**config.mk**
```make
export PLATFORM = sky130hd
export DESIGN_NAME = weigh_io_top
export DESIGN_NICKNAME = d
export VERILOG_FILES = /design/src/rtl/weigh_io_pkg.sv /design/src/rtl/din_if.sv /design/src/rtl/din_cond.sv /design/src/rtl/weigh_io_top.sv /design/src/rtl/weigh_judge.sv
export SDC_FILE = /design/constraint.sdc
export NUM_CORES = 1
export LEC_CHECK = 0
export ABC_AREA = 1
export BUFFER_PORTS_ARGS = -buffer_cell sky130_fd_sc_hd__clkbuf_2
export CORE_ASPECT_RATIO = 1.5
export CORE_UTILIZATION = 44
export CTS_CLUSTER_SIZE = 28
export DETAILED_ROUTE_END_ITERATION = 7
export PLACE_DENSITY = 0.62
export REMOVE_ABC_BUFFERS = 1
export SYNTH_ARGS = -nofsm -noshare
export SYNTH_HDL_FRONTEND = slang
export SYNTH_SLANG_ARGS = --single-unit
```
**constraint.sdc**
```tcl
create_clock -name CLK -period 5 [get_ports CLK]
set_clock_uncertainty 0.1 [all_clocks]
set_input_delay 1 -clock CLK [delete_from_list [all_inputs] [get_ports CLK]]
set_output_delay 1 -clock CLK [all_outputs]
set_load 0.1 [all_outputs]
```
**src/rtl/weigh_io_pkg.sv**
```systemverilog
/*
  Constants shared by the discrete I/O control block of the weighing
  indicator: input indices, register map, control and status bit
  positions, reset values and the complete output timing.
  Assumes a 100 MHz system clock.
*/
package weigh_io_pkg;

  // Default weight word width
  localparam int W_DEF = 24;

  // Positions of the discrete inputs on the DIN vector
  localparam int IN_VIEW = 0;
  localparam int IN_ZERO = 1;
  localparam int IN_TARE = 2;
  localparam int IN_TCLR = 3;
  localparam int IN_DIR = 4;
  localparam int IN_HOLD = 5;
  localparam int IN_INH = 6;
  localparam int IN_START = 7;
  localparam int IN_STOP = 8;
  localparam int IN_N = 9;

  // Register byte offsets
  localparam logic [7:0] OFF_CTRL = 8'h00;
  localparam logic [7:0] OFF_FINAL = 8'h04;
  localparam logic [7:0] OFF_OVER = 8'h08;
  localparam logic [7:0] OFF_UNDER = 8'h0c;
  localparam logic [7:0] OFF_COMP = 8'h10;
  localparam logic [7:0] OFF_STATUS = 8'h14;
  localparam logic [7:0] OFF_GROSS = 8'h18;
  localparam logic [7:0] OFF_NET = 8'h1c;
  localparam logic [7:0] OFF_TARE = 8'h20;

  // Control register fields
  localparam int CB_SEQ = 0;
  localparam int CB_DIR_EXT = 1;
  localparam int CB_OU_EXT = 2;
  localparam int CB_UL_EXT = 3;
  localparam int CB_CMP_NET = 4;
  localparam int CB_DIR_SW = 5;
  localparam int CB_JCNT_LO = 8;
  localparam int JCNT_W = 7;
  localparam logic [31:0] CTRL_RST = 32'h0000_0100;
  localparam logic [31:0] CTRL_MASK = 32'h0000_7f3f;

  // Status register fields
  localparam int SB_NET = 0;
  localparam int SB_STABLE = 1;
  localparam int SB_OVER = 2;
  localparam int SB_UNDER = 3;
  localparam int SB_GO = 4;
  localparam int SB_FAULT = 5;
  localparam int SB_BUSY = 6;
  localparam int SB_DISCH = 7;
  localparam int SB_SP3 = 8;
  localparam int SB_CMPL = 9;

  // Bus responses
  localparam logic [1:0] RESP_OK = 2'h0;
  localparam logic [1:0] RESP_ERR = 2'h2;

  // Complete output duration in sequence mode
  localparam int CLK_NS = 10;
  localparam int COMPLETE_NS = 1000;
  localparam int COMPLETE_CYC = (COMPLETE_NS + CLK_NS - 1) / CLK_NS;

  // Weighing sequence states
  typedef enum logic [2:0] {
    ST_IDLE = 3'b001,
    ST_FEED = 3'b010,
    ST_DONE = 3'b100
  } seq_st_t;

endpackage

```
**src/rtl/din_if.sv**
```systemverilog
/*
  Carrier for conditioned discrete inputs: synchronised levels and
  one-cycle rising and falling pulses.
  Assumes one clock for both ends.
*/
`timescale 1ns/1ns
`default_nettype none
interface din_if #(parameter int N = 9);
  logic [N-1:0] lvl;
  logic [N-1:0] rise;
  logic [N-1:0] fall;
  modport src (output lvl, output rise, output fall);
  modport dst (input lvl, input rise, input fall);
endinterface
`default_nettype wire

```
**src/rtl/din_cond.sv**
```systemverilog
/*
  Synchroniser and edge detector for the discrete inputs.
  Assumes raw inputs may change at any time relative to the clock.
*/
`timescale 1ns/1ns
`default_nettype none
module din_cond #(parameter int N = 9) (
  input wire logic clk, // System clock
  input wire logic rstn, // Synchronous reset, active low
  input wire logic [N-1:0] raw, // Raw discrete inputs
  din_if.src d // Conditioned levels and edges
);
  logic [N-1:0] s1_q; // First stage, read by s2_q only
  logic [N-1:0] s2_q;
  logic [N-1:0] s3_q;

  // Two-stage synchroniser plus a delay stage for edges
  always_ff @(posedge clk) begin
    if (!rstn) begin
      s1_q <= '0;
      s2_q <= '0;
      s3_q <= '0;
    end else begin
      s1_q <= raw;
      s2_q <= s1_q;
      s3_q <= s2_q;
    end
  end

  // Levels and single-cycle edge pulses
  assign d.lvl = s2_q;
  assign d.rise = s2_q & ~s3_q;
  assign d.fall = ~s2_q & s3_q;
endmodule
`default_nettype wire

```
**src/rtl/weigh_io_top.sv**
```systemverilog
/*
  Discrete I/O control of a weighing indicator with an AXI4-Lite
  register slave. Assumes WEIGHT_IN and MOTION_OK are synchronous to
  CLK and that the bus master keeps one write and one read in flight.
*/
// Our own choices: the AXI4-Lite register port and the address map.
// What this block does
// - View input rise shows net, fall gross
// - Zero input rise zeroes gross weight
// - Tare input rise captures tare, net zero
// - Tare-clear input rise cancels tare
// - External selection: direction level picks feed/discharge
// - Shared input judges if CB_OU_EXT set, holds if CB_UL_EXT also clear
// - Hold freezes weight and results; sequence ignores
// - Judging role compares only while input high if CB_OU_EXT set, else always
// - Inhibit high suspends third set-point comparison
// - Sequence cycle starts on start rising edge
// - Stop high during cycle aborts, raises fault
// - Stop rising edge clears pending fault
// - Stable output follows motion detector
// - Simple mode judgment timed by compare setting
// - Sequence judging compares during complete, holds weight
// - Under, over, go limits around final setpoint
// - Comparison uses gross or net per setting
// - Judge count: 0 off, 1 every, N-th
`timescale 1ns/1ns
`default_nettype none
module weigh_io_top
  import weigh_io_pkg::*;
#(parameter int W = weigh_io_pkg::W_DEF) (
  input wire logic CLK, // System clock
  input wire logic RSTN, // Synchronous reset, active low
  input wire logic [W-1:0] WEIGHT_IN, // Raw weight from front end
  input wire logic MOTION_OK, // Motion detector: weight stable
  input wire logic [weigh_io_pkg::IN_N-1:0] DIN, // Discrete inputs
  output logic [W-1:0] WEIGHT_OUT, // Displayed weight
  output logic NET_SHOWN, // Net weight on display
  output logic STABLE, // Stable output
  output logic OVER, // Over output
  output logic UNDER, // Under output
  output logic GO, // Go output
  output logic SP3, // Third set point reached
  output logic DISCHARGE, // Discharging control selected
  output logic COMPLETE, // Weighing complete
  output logic BUSY, // Weighing cycle in progress
  output logic SEQ_FAULT, // Sequence fault
  input wire logic [7:0] AWADDR, // Write address
  input wire logic AWVALID, // Write address valid
  output logic AWREADY, // Write address ready
  input wire logic [31:0] WDATA, // Write data
  input wire logic [3:0] WSTRB, // Write byte strobes
  input wire logic WVALID, // Write data valid
  output logic WREADY, // Write data ready
  output logic [1:0] BRESP, // Write response
  output logic BVALID, // Write response valid
  input wire logic BREADY, // Write response ready
  input wire logic [7:0] ARADDR, // Read address
  input wire logic ARVALID, // Read address valid
  output logic ARREADY, // Read address ready
  output logic [31:0] RDATA, // Read data
  output logic [1:0] RRESP, // Read response
  output logic RVALID, // Read valid
  input wire logic RREADY // Read ready
);
  import weigh_io_pkg::*;

  // Merge write data into a word under byte strobes
  function automatic logic [31:0] merge(input logic [31:0] old,
      input logic [31:0] nw, input logic [3:0] st);
    logic [31:0] r;
    r = old;
    for (int i = 0; i < 4; i++) begin
      if (st[i]) begin
        r[8*i +: 8] = nw[8*i +: 8];
      end
    end
    merge = r;
  endfunction

  din_if #(.N(IN_N)) din ();

  din_cond #(.N(IN_N)) u_cond (
    .clk(CLK),
    .rstn(RSTN),
    .raw(DIN),
    .d(din)
  );

  // Configuration and weight state
  logic [31:0] ctrl_q;
  logic [W-1:0] final_q, over_q, under_q, comp_q;
  logic [W-1:0] zoff_q, tare_q, hold_w_q;
  logic net_q, stable_q, over_o_q, under_o_q, go_q, sp3_q;
  logic disch_q, fault_q, judge_on_q;
  logic [JCNT_W-1:0] wcnt_q;
  logic [7:0] ccnt_q;
  seq_st_t st_q, st_d;

  // Bus state
  logic awready_q, wready_q, bvalid_q, arready_q, rvalid_q;
  logic [7:0] awaddr_q;
  logic [31:0] wdata_q, rdata_q, rdata_d;
  logic [3:0] wstrb_q;
  logic [1:0] bresp_q, rresp_q, rresp_d;

  // Control fields
  wire seq = ctrl_q[CB_SEQ];
  wire ou_ext = ctrl_q[CB_OU_EXT];
  wire judge_role = ctrl_q[CB_OU_EXT] | ctrl_q[CB_UL_EXT];
  wire [JCNT_W-1:0] jcnt = ctrl_q[CB_JCNT_LO +: JCNT_W];
  wire hold_in = din.lvl[IN_HOLD];

  // Gross, net and comparison weight
  wire [W-1:0] gross = WEIGHT_IN - zoff_q;
  wire [W-1:0] net = gross - tare_q;
  wire [W-1:0] cmp_w = ctrl_q[CB_CMP_NET] ? net : gross;
  wire [W-1:0] live_w = net_q ? net : gross;

  // Hold role freezes only in simple mode
  wire freeze = !seq && !judge_role && hold_in;
  wire seq_judge = seq && (st_q == ST_DONE) && judge_on_q;
  wire upd_simple = ou_ext ? hold_in : !freeze;
  wire upd = seq ? seq_judge : upd_simple;
  wire hold_w = freeze || seq_judge;

  logic j_over, j_under, j_go, j_sp3;

  weigh_judge #(.W(W)) u_judge (
    .weight(hold_w_q),
    .final_sp(final_q),
    .over_tol(over_q),
    .under_tol(under_q),
    .comp(comp_q),
    .over(j_over),
    .under(j_under),
    .go(j_go),
    .sp3(j_sp3)
  );

  // Sequence events
  wire in_cycle = (st_q != ST_IDLE);
  wire start_ev = seq && (st_q == ST_IDLE) && din.rise[IN_START];
  wire abort = seq && in_cycle && din.lvl[IN_STOP];
  wire [JCNT_W-1:0] wnext = wcnt_q + JCNT_W'(1);
  wire judge_now = (jcnt != '0) && (wnext >= jcnt);

  // Sequence state transitions
  always_comb begin
    st_d = st_q;
    case (st_q)
      ST_IDLE: begin
        if (start_ev) begin
          st_d = ST_FEED;
        end
      end
      ST_FEED: begin
        if (!seq || abort) begin
          st_d = ST_IDLE;
        end else if (sp3_q && stable_q) begin
          st_d = ST_DONE;
        end
      end
      ST_DONE: begin
        if (!seq || abort || ccnt_q == 8'(COMPLETE_CYC - 1)) begin
          st_d = ST_IDLE;
        end
      end
      default: st_d = ST_IDLE;
    endcase
  end

  // Sequence state, judge counter and complete timer
  always_ff @(posedge CLK) begin
    if (!RSTN) begin
      st_q <= ST_IDLE;
      wcnt_q <= '0;
      judge_on_q <= 1'b0;
      ccnt_q <= 8'h00;
    end else begin
      st_q <= st_d;
      ccnt_q <= (st_q == ST_DONE) ? ccnt_q + 8'h01 : 8'h00;
      if (start_ev) begin
        judge_on_q <= judge_now;
        wcnt_q <= judge_now ? '0 : wnext;
      end
    end
  end

  // Fault: a new abort wins over a clearing edge
  always_ff @(posedge CLK) begin
    if (!RSTN) begin
      fault_q <= 1'b0;
    end else if (abort) begin
      fault_q <= 1'b1;
    end else if (din.rise[IN_STOP]) begin
      fault_q <= 1'b0;
    end
  end

  // Zero, tare and view selection from input edges
  always_ff @(posedge CLK) begin
    if (!RSTN) begin
      zoff_q <= '0;
      tare_q <= '0;
      net_q <= 1'b0;
    end else begin
      if (din.rise[IN_VIEW]) begin
        net_q <= 1'b1;
      end else if (din.fall[IN_VIEW]) begin
        net_q <= 1'b0;
      end
      if (din.rise[IN_ZERO]) begin
        zoff_q <= WEIGHT_IN;
      end
      if (din.rise[IN_TCLR]) begin
        tare_q <= '0;
      end else if (din.rise[IN_TARE]) begin
        tare_q <= gross;
      end
    end
  end

  // Weight hold, outputs and comparison results
  always_ff @(posedge CLK) begin
    if (!RSTN) begin
      hold_w_q <= '0;
      WEIGHT_OUT <= '0;
      stable_q <= 1'b0;
      over_o_q <= 1'b0;
      under_o_q <= 1'b0;
      go_q <= 1'b0;
      sp3_q <= 1'b0;
      disch_q <= 1'b0;
    end else begin
      stable_q <= MOTION_OK;
      if (!hold_w) begin
        hold_w_q <= cmp_w;
        WEIGHT_OUT <= live_w;
      end
      if (start_ev) begin
        over_o_q <= 1'b0;
        under_o_q <= 1'b0;
        go_q <= 1'b0;
      end else if (upd) begin
        over_o_q <= j_over;
        under_o_q <= j_under;
        go_q <= j_go;
      end
      if (!din.lvl[IN_INH] && !freeze) begin
        sp3_q <= j_sp3;
      end
      disch_q <= ctrl_q[CB_DIR_EXT] ? din.lvl[IN_DIR]
                                    : ctrl_q[CB_DIR_SW];
    end
  end

  // Output flops; complete and busy are decoded from the state register
  assign NET_SHOWN = net_q;
  assign STABLE = stable_q;
  assign OVER = over_o_q;
  assign UNDER = under_o_q;
  assign GO = go_q;
  assign SP3 = sp3_q;
  assign DISCHARGE = disch_q;
  assign COMPLETE = (st_q == ST_DONE);
  assign BUSY = in_cycle;
  assign SEQ_FAULT = fault_q;

  // Write address decode
  wire w_ctrl = awaddr_q == OFF_CTRL;
  wire w_final = awaddr_q == OFF_FINAL;
  wire w_over = awaddr_q == OFF_OVER;
  wire w_under = awaddr_q == OFF_UNDER;
  wire w_comp = awaddr_q == OFF_COMP;
  wire w_ro = (awaddr_q == OFF_STATUS) || (awaddr_q == OFF_GROSS) ||
              (awaddr_q == OFF_NET) || (awaddr_q == OFF_TARE);
  wire w_hit = w_ctrl || w_final || w_over || w_under || w_comp || w_ro;
  wire wr_go = !awready_q && !wready_q && !bvalid_q;

  // Write channels: accept address and data in any order
  always_ff @(posedge CLK) begin
    if (!RSTN) begin
      awready_q <= 1'b1;
      wready_q <= 1'b1;
      bvalid_q <= 1'b0;
      bresp_q <= RESP_OK;
      awaddr_q <= 8'h00;
      wdata_q <= 32'h0000_0000;
      wstrb_q <= 4'h0;
    end else begin
      if (AWVALID && awready_q) begin
        awaddr_q <= AWADDR;
        awready_q <= 1'b0;
      end
      if (WVALID && wready_q) begin
        wdata_q <= WDATA;
        wstrb_q <= WSTRB;
        wready_q <= 1'b0;
      end
      if (wr_go) begin
        bvalid_q <= 1'b1;
        bresp_q <= w_hit ? RESP_OK : RESP_ERR;
      end else if (bvalid_q && BREADY) begin
        bvalid_q <= 1'b0;
        awready_q <= 1'b1;
        wready_q <= 1'b1;
      end
    end
  end

  // Writable registers
  always_ff @(posedge CLK) begin
    if (!RSTN) begin
      ctrl_q <= CTRL_RST;
      final_q <= '0;
      over_q <= '0;
      under_q <= '0;
      comp_q <= '0;
    end else if (wr_go) begin
      if (w_ctrl) begin
        ctrl_q <= merge(ctrl_q, wdata_q, wstrb_q) & CTRL_MASK;
      end else if (w_final) begin
        final_q <= W'(merge(32'(final_q), wdata_q, wstrb_q));
      end else if (w_over) begin
        over_q <= W'(merge(32'(over_q), wdata_q, wstrb_q));
      end else if (w_under) begin
        under_q <= W'(merge(32'(under_q), wdata_q, wstrb_q));
      end else if (w_comp) begin
        comp_q <= W'(merge(32'(comp_q), wdata_q, wstrb_q));
      end
    end
  end

  // Status word and read selection
  wire [31:0] status = 32'({COMPLETE, sp3_q, disch_q, in_cycle, fault_q,
                            go_q, under_o_q, over_o_q, stable_q, net_q});

  always_comb begin
    rresp_d = RESP_OK;
    if (ARADDR == OFF_CTRL) begin
      rdata_d = ctrl_q;
    end else if (ARADDR == OFF_FINAL) begin
      rdata_d = 32'(final_q);
    end else if (ARADDR == OFF_OVER) begin
      rdata_d = 32'(over_q);
    end else if (ARADDR == OFF_UNDER) begin
      rdata_d = 32'(under_q);
    end else if (ARADDR == OFF_COMP) begin
      rdata_d = 32'(comp_q);
    end else if (ARADDR == OFF_STATUS) begin
      rdata_d = status;
    end else if (ARADDR == OFF_GROSS) begin
      rdata_d = 32'(gross);
    end else if (ARADDR == OFF_NET) begin
      rdata_d = 32'(net);
    end else if (ARADDR == OFF_TARE) begin
      rdata_d = 32'(tare_q);
    end else begin
      rdata_d = 32'h0000_0000;
      rresp_d = RESP_ERR;
    end
  end

  // Read channels
  always_ff @(posedge CLK) begin
    if (!RSTN) begin
      arready_q <= 1'b1;
      rvalid_q <= 1'b0;
      rdata_q <= 32'h0000_0000;
      rresp_q <= RESP_OK;
    end else if (ARVALID && arready_q) begin
      arready_q <= 1'b0;
      rvalid_q <= 1'b1;
      rdata_q <= rdata_d;
      rresp_q <= rresp_d;
    end else if (rvalid_q && RREADY) begin
      rvalid_q <= 1'b0;
      arready_q <= 1'b1;
    end
  end

  assign AWREADY = awready_q;
  assign WREADY = wready_q;
  assign BVALID = bvalid_q;
  assign BRESP = bresp_q;
  assign ARREADY = arready_q;
  assign RVALID = rvalid_q;
  assign RDATA = rdata_q;
  assign RRESP = rresp_q;
endmodule
`default_nettype wire

```
**src/rtl/weigh_judge.sv**
```systemverilog
/*
  Over, under and go judgment and the third set-point threshold.
  Assumes two's complement weight and setpoint words.
*/
`timescale 1ns/1ns
`default_nettype none
module weigh_judge #(parameter int W = 24) (
  input wire logic [W-1:0] weight, // Weight under comparison
  input wire logic [W-1:0] final_sp, // Final setpoint
  input wire logic [W-1:0] over_tol, // Over tolerance
  input wire logic [W-1:0] under_tol, // Under tolerance
  input wire logic [W-1:0] comp, // Compensation value
  output logic over, // Weight above upper limit
  output logic under, // Weight below lower limit
  output logic go, // Weight within limits
  output logic sp3 // Third set point reached
);
  // Widen by two bits so sums never wrap
  function automatic logic signed [W+1:0] sx(input logic [W-1:0] v);
    sx = signed'({{2{v[W-1]}}, v});
  endfunction

  logic signed [W+1:0] lo;
  logic signed [W+1:0] hi;
  logic signed [W+1:0] wv;

  // Limits and comparisons
  assign lo = sx(final_sp) - sx(under_tol);
  assign hi = sx(final_sp) + sx(over_tol);
  assign wv = sx(weight);
  assign under = wv < lo;
  assign over = wv > hi;
  assign go = (wv >= lo) && (wv <= hi);
  assign sp3 = wv >= (sx(final_sp) - sx(comp));
endmodule
`default_nettype wire

```
==> flow_metrics.tcl <==
set metrics [dict create \
    critPathArrivalTime_ns 4.91 \
    synth_area_leaders "dfxtp_1, ha_1, a21oi_1" \
    routedWlPerCell_um 20.0 \
    ys_types 65 \
    coreArea_um2 47800 \
    top_usage_layer "met2" \
    n_antenna_cell 0 \
    synth_edf_count 0 \
    final_cell_mix "nand2_1, a21oi_1, inv_1" \
    htreeDepth 2 \
    fmax_mhz 217 \
    cts.path.max_buffers 3 \
    place_inst 3780 \
    start_kind "primary input" \
    avgSynthCellArea_um2 7.06 \
    routed_wl_um 76800 \
    max_stage_delay_ns 0.38 \
    fin_crit_ns 4.62 \
    crit_path_max_fanout 5 \
    rsz0062_at_grt "no" \
    dp_hpwl_um 61700 \
    critPathKind "primary input to register" \
    dieWidth_um 182 \
    use_met2_pct 60.8 \
    numPortBuffers 148 \
    drtIter0Drc 1038 \
    end_kind "register" \
    min_path_type "register to register" \
    dieArea_um2 49600 \
    max_cap_viol_count 0 \
    regArea_um2 6450 \
    fin_cells 3845 \
    avgViaCountPerCell 5.49 \
    clk_latency_ns 0.55 \
    final_layout_size_suffix_gt1_share_pct 12.2 \
    grt_max_degree 93 \
    cts_buffers 35 \
    synth_simple_gate_area_share_pct 19.8 \
    drv_slew 0 \
    grt_pass1_vias 20970 \
    max_slew_margin_pct 27.4 \
    routabilityCongestion 0.956 \
    drtPass1Iterations 5 \
    globalRoute.totalOverflow 0 \
    synth-adder-area-share_pct 12.3 \
    synth_area_um2 21400 \
    start_util_pct 44.8 \
    required_ns 5.30 \
    final_common_cell "nand2_1" \
    track_usage_pct 30.9 \
    die_h_um 272 \
    cp_slowest_cell "nor2_1" \
    ys_async_sr_fraction_pct 0 \
    use_met3_pct 2.54 \
    fin_setup_tns_ns 0 \
    yosysTopAreaCellShare_pct 30.1 \
    crit_path_frequent_cell "nand2_1" \
    synth_xor_area_share_pct 3.84 \
    post-route-drc-count 0 \
    synth-main-ff-cell "dfxtp_1" \
    synth_compound_area_share_pct 24.1 \
    cts-resized-gates 0 \
    yosysTopAreaCell "dfxtp_1" \
    clock-root-buffer "clkbuf_16" \
    antenna_found_initial 0 \
    cts.sink_count 322 \
    synth_mux_area_share_pct 0 \
    finalHoldViolations 0 \
    worst_slew_pin_slew_ns 1.09 \
    io_pins 168 \
    grtUsageMet1_pct 31.5 \
    outcome "finished, final reports clean" \
    clk_pin_slew_ns 0.06 \
    setup_viol 0 \
    synth-seq-area-share_pct 30.1 \
    fillers 4855 \
    cts_tree "yes" \
    max-vdd-ir-drop_v 0.000278 \
    powerDensity_nw_per_um2 317 \
    synth_top_family_by_area "compound AO/OA/AOI/OAI gates" \
    synth-seq-cells 322 \
    synth_cells 3036 \
    nNetsFinal 3519 \
    syn_to_final_growth_pct 13.8 \
    timing.final.crit_share_pct 92.3 \
    antenna_left 0 \
    ys_warn_count 0 \
    p_leak_nw 11.2 \
    row_count 98 \
    dr_total_vias 21099 \
    grt_pass1_wl_um 117000 \
    multi_input_area_um2 12900 \
]
[sequential cells by signal, indices dropped and copies added (netlist names), 9 cells and up]
register	count
RDATA	24
WEIGHT_OUT	24
comp_q	24
final_q	24
hold_w_q	24
over_q	24
tare_q	24
under_q	24
wdata_q	24
zoff_q	24
ctrl_q	13
u_cond.d.lvl	9
u_cond.s1_q	9
[worst max-delay path: cells and delay by family]
family          cells  cell delay, ns
compound gates      4            0.44
fa+ha+maj           3            0.80
buf+inv             7            0.88
simple gates       14            1.80
[synthesized netlist by cell type (10+ instances only)]
cell	number
a21oi_1	421
nor2_1	164
dfxtp_1	322
nand2_2	15
nand2_1	543
o221ai_1	10
a21oi_2	19
buf_4	18
a211oi_1	36
nor3_1	38
a31oi_1	13
buf_2	19
clkbuf_1	70
xnor2_1	36
o211ai_1	58
o21ai_0	250
a21o_1	11
nand4_1	37
nand3_1	116
xor2_1	56
ha_1	203
o21ai_1	19
inv_1	416
[path summary, 6_finish.rpt]
| kind | start | endpoint | slack (ns) | cells after the start |
|---|---|---|---|---|
| worst min-delay path | u_cond.s1_q[4]$_SDFF_PN0_ | u_cond.d.lvl[4]$_SDFF_PN0_ | 0.31 | 2 |
| worst max register to register | zoff_q[6]$_SDFFE_PN0P_ | RDATA[17]$_SDFFE_PN0P_ | 0.59 | 25 |
| worst max-delay path | WEIGHT_IN[0] | RDATA[17]$_SDFFE_PN0P_ | 0.38 | 28 |
| worst min register to register | u_cond.s1_q[4]$_SDFF_PN0_ | u_cond.d.lvl[4]$_SDFF_PN0_ | 0.31 | 2 |
[routing by layer]
metal,vias up,wire length [um],share of wire [%]
li1,10624,-,-
met1,9795,28600,37
met2,512,41000,53
met3,168,2580,3.4
met4,0,4720,6.1
met5,-,0,0
[cell families (layout without fill, tap and decap cells)]
logic type	Yosys count	count (layout)
compound gates	906	906
xor+xnor	93	93
fa+ha+maj	208	208
buf+inv	539	739
flops	322	322
other cells	1	10
simple gates	967	967
[where the power goes]
group / switching (mW) / internal [mW] / total, mW
Clock: 1.17 / 1.53 / 2.70
Combinational: 1.52 / 0.712 / 2.23
Sequential: 0.105 / 2.69 / 2.79
Total: 2.80 / 4.94 / 7.73
[repair_timing]
item,CTS,global route
endpoints found under the setup margin,0,1
hold buffers,0,0
setup buffers,0,1
[metrics by stage]
| stage | util, % | setup WS [ns] | hold WS (ns) | cell area [um2] | power [mW] |
|---|---|---|---|---|---|
| after floorplan | - | 0.0378 | 0.290 | 21000 | 4.31 |
| after global placement | 48.5 | -0.316 | 0.294 | 23200 | 5.05 |
| after detailed placement | 48.5 | -0.327 | 0.299 | 23200 | 5.07 |
| after CTS | 51.0 | 0.237 | 0.313 | 24400 | 7.80 |
| after global routing | 51.0 | 0.0879 | 0.337 | 24400 | 8.12 |
| final | 51.0 | 0.384 | 0.310 | 24400 | 7.73 |
[cell type report]
class,instances,share of cell area (%)
Multi-Input combinational cell,2184,52.9
Inverter,428,6.59
Timing Repair Buffer,247,6.11
Clock inverter,16,0.754
Clock buffer,48,4.12
Sequential cell,322,26.4
Tap cell,600,3.08
(Power assumes the default switching activity.)
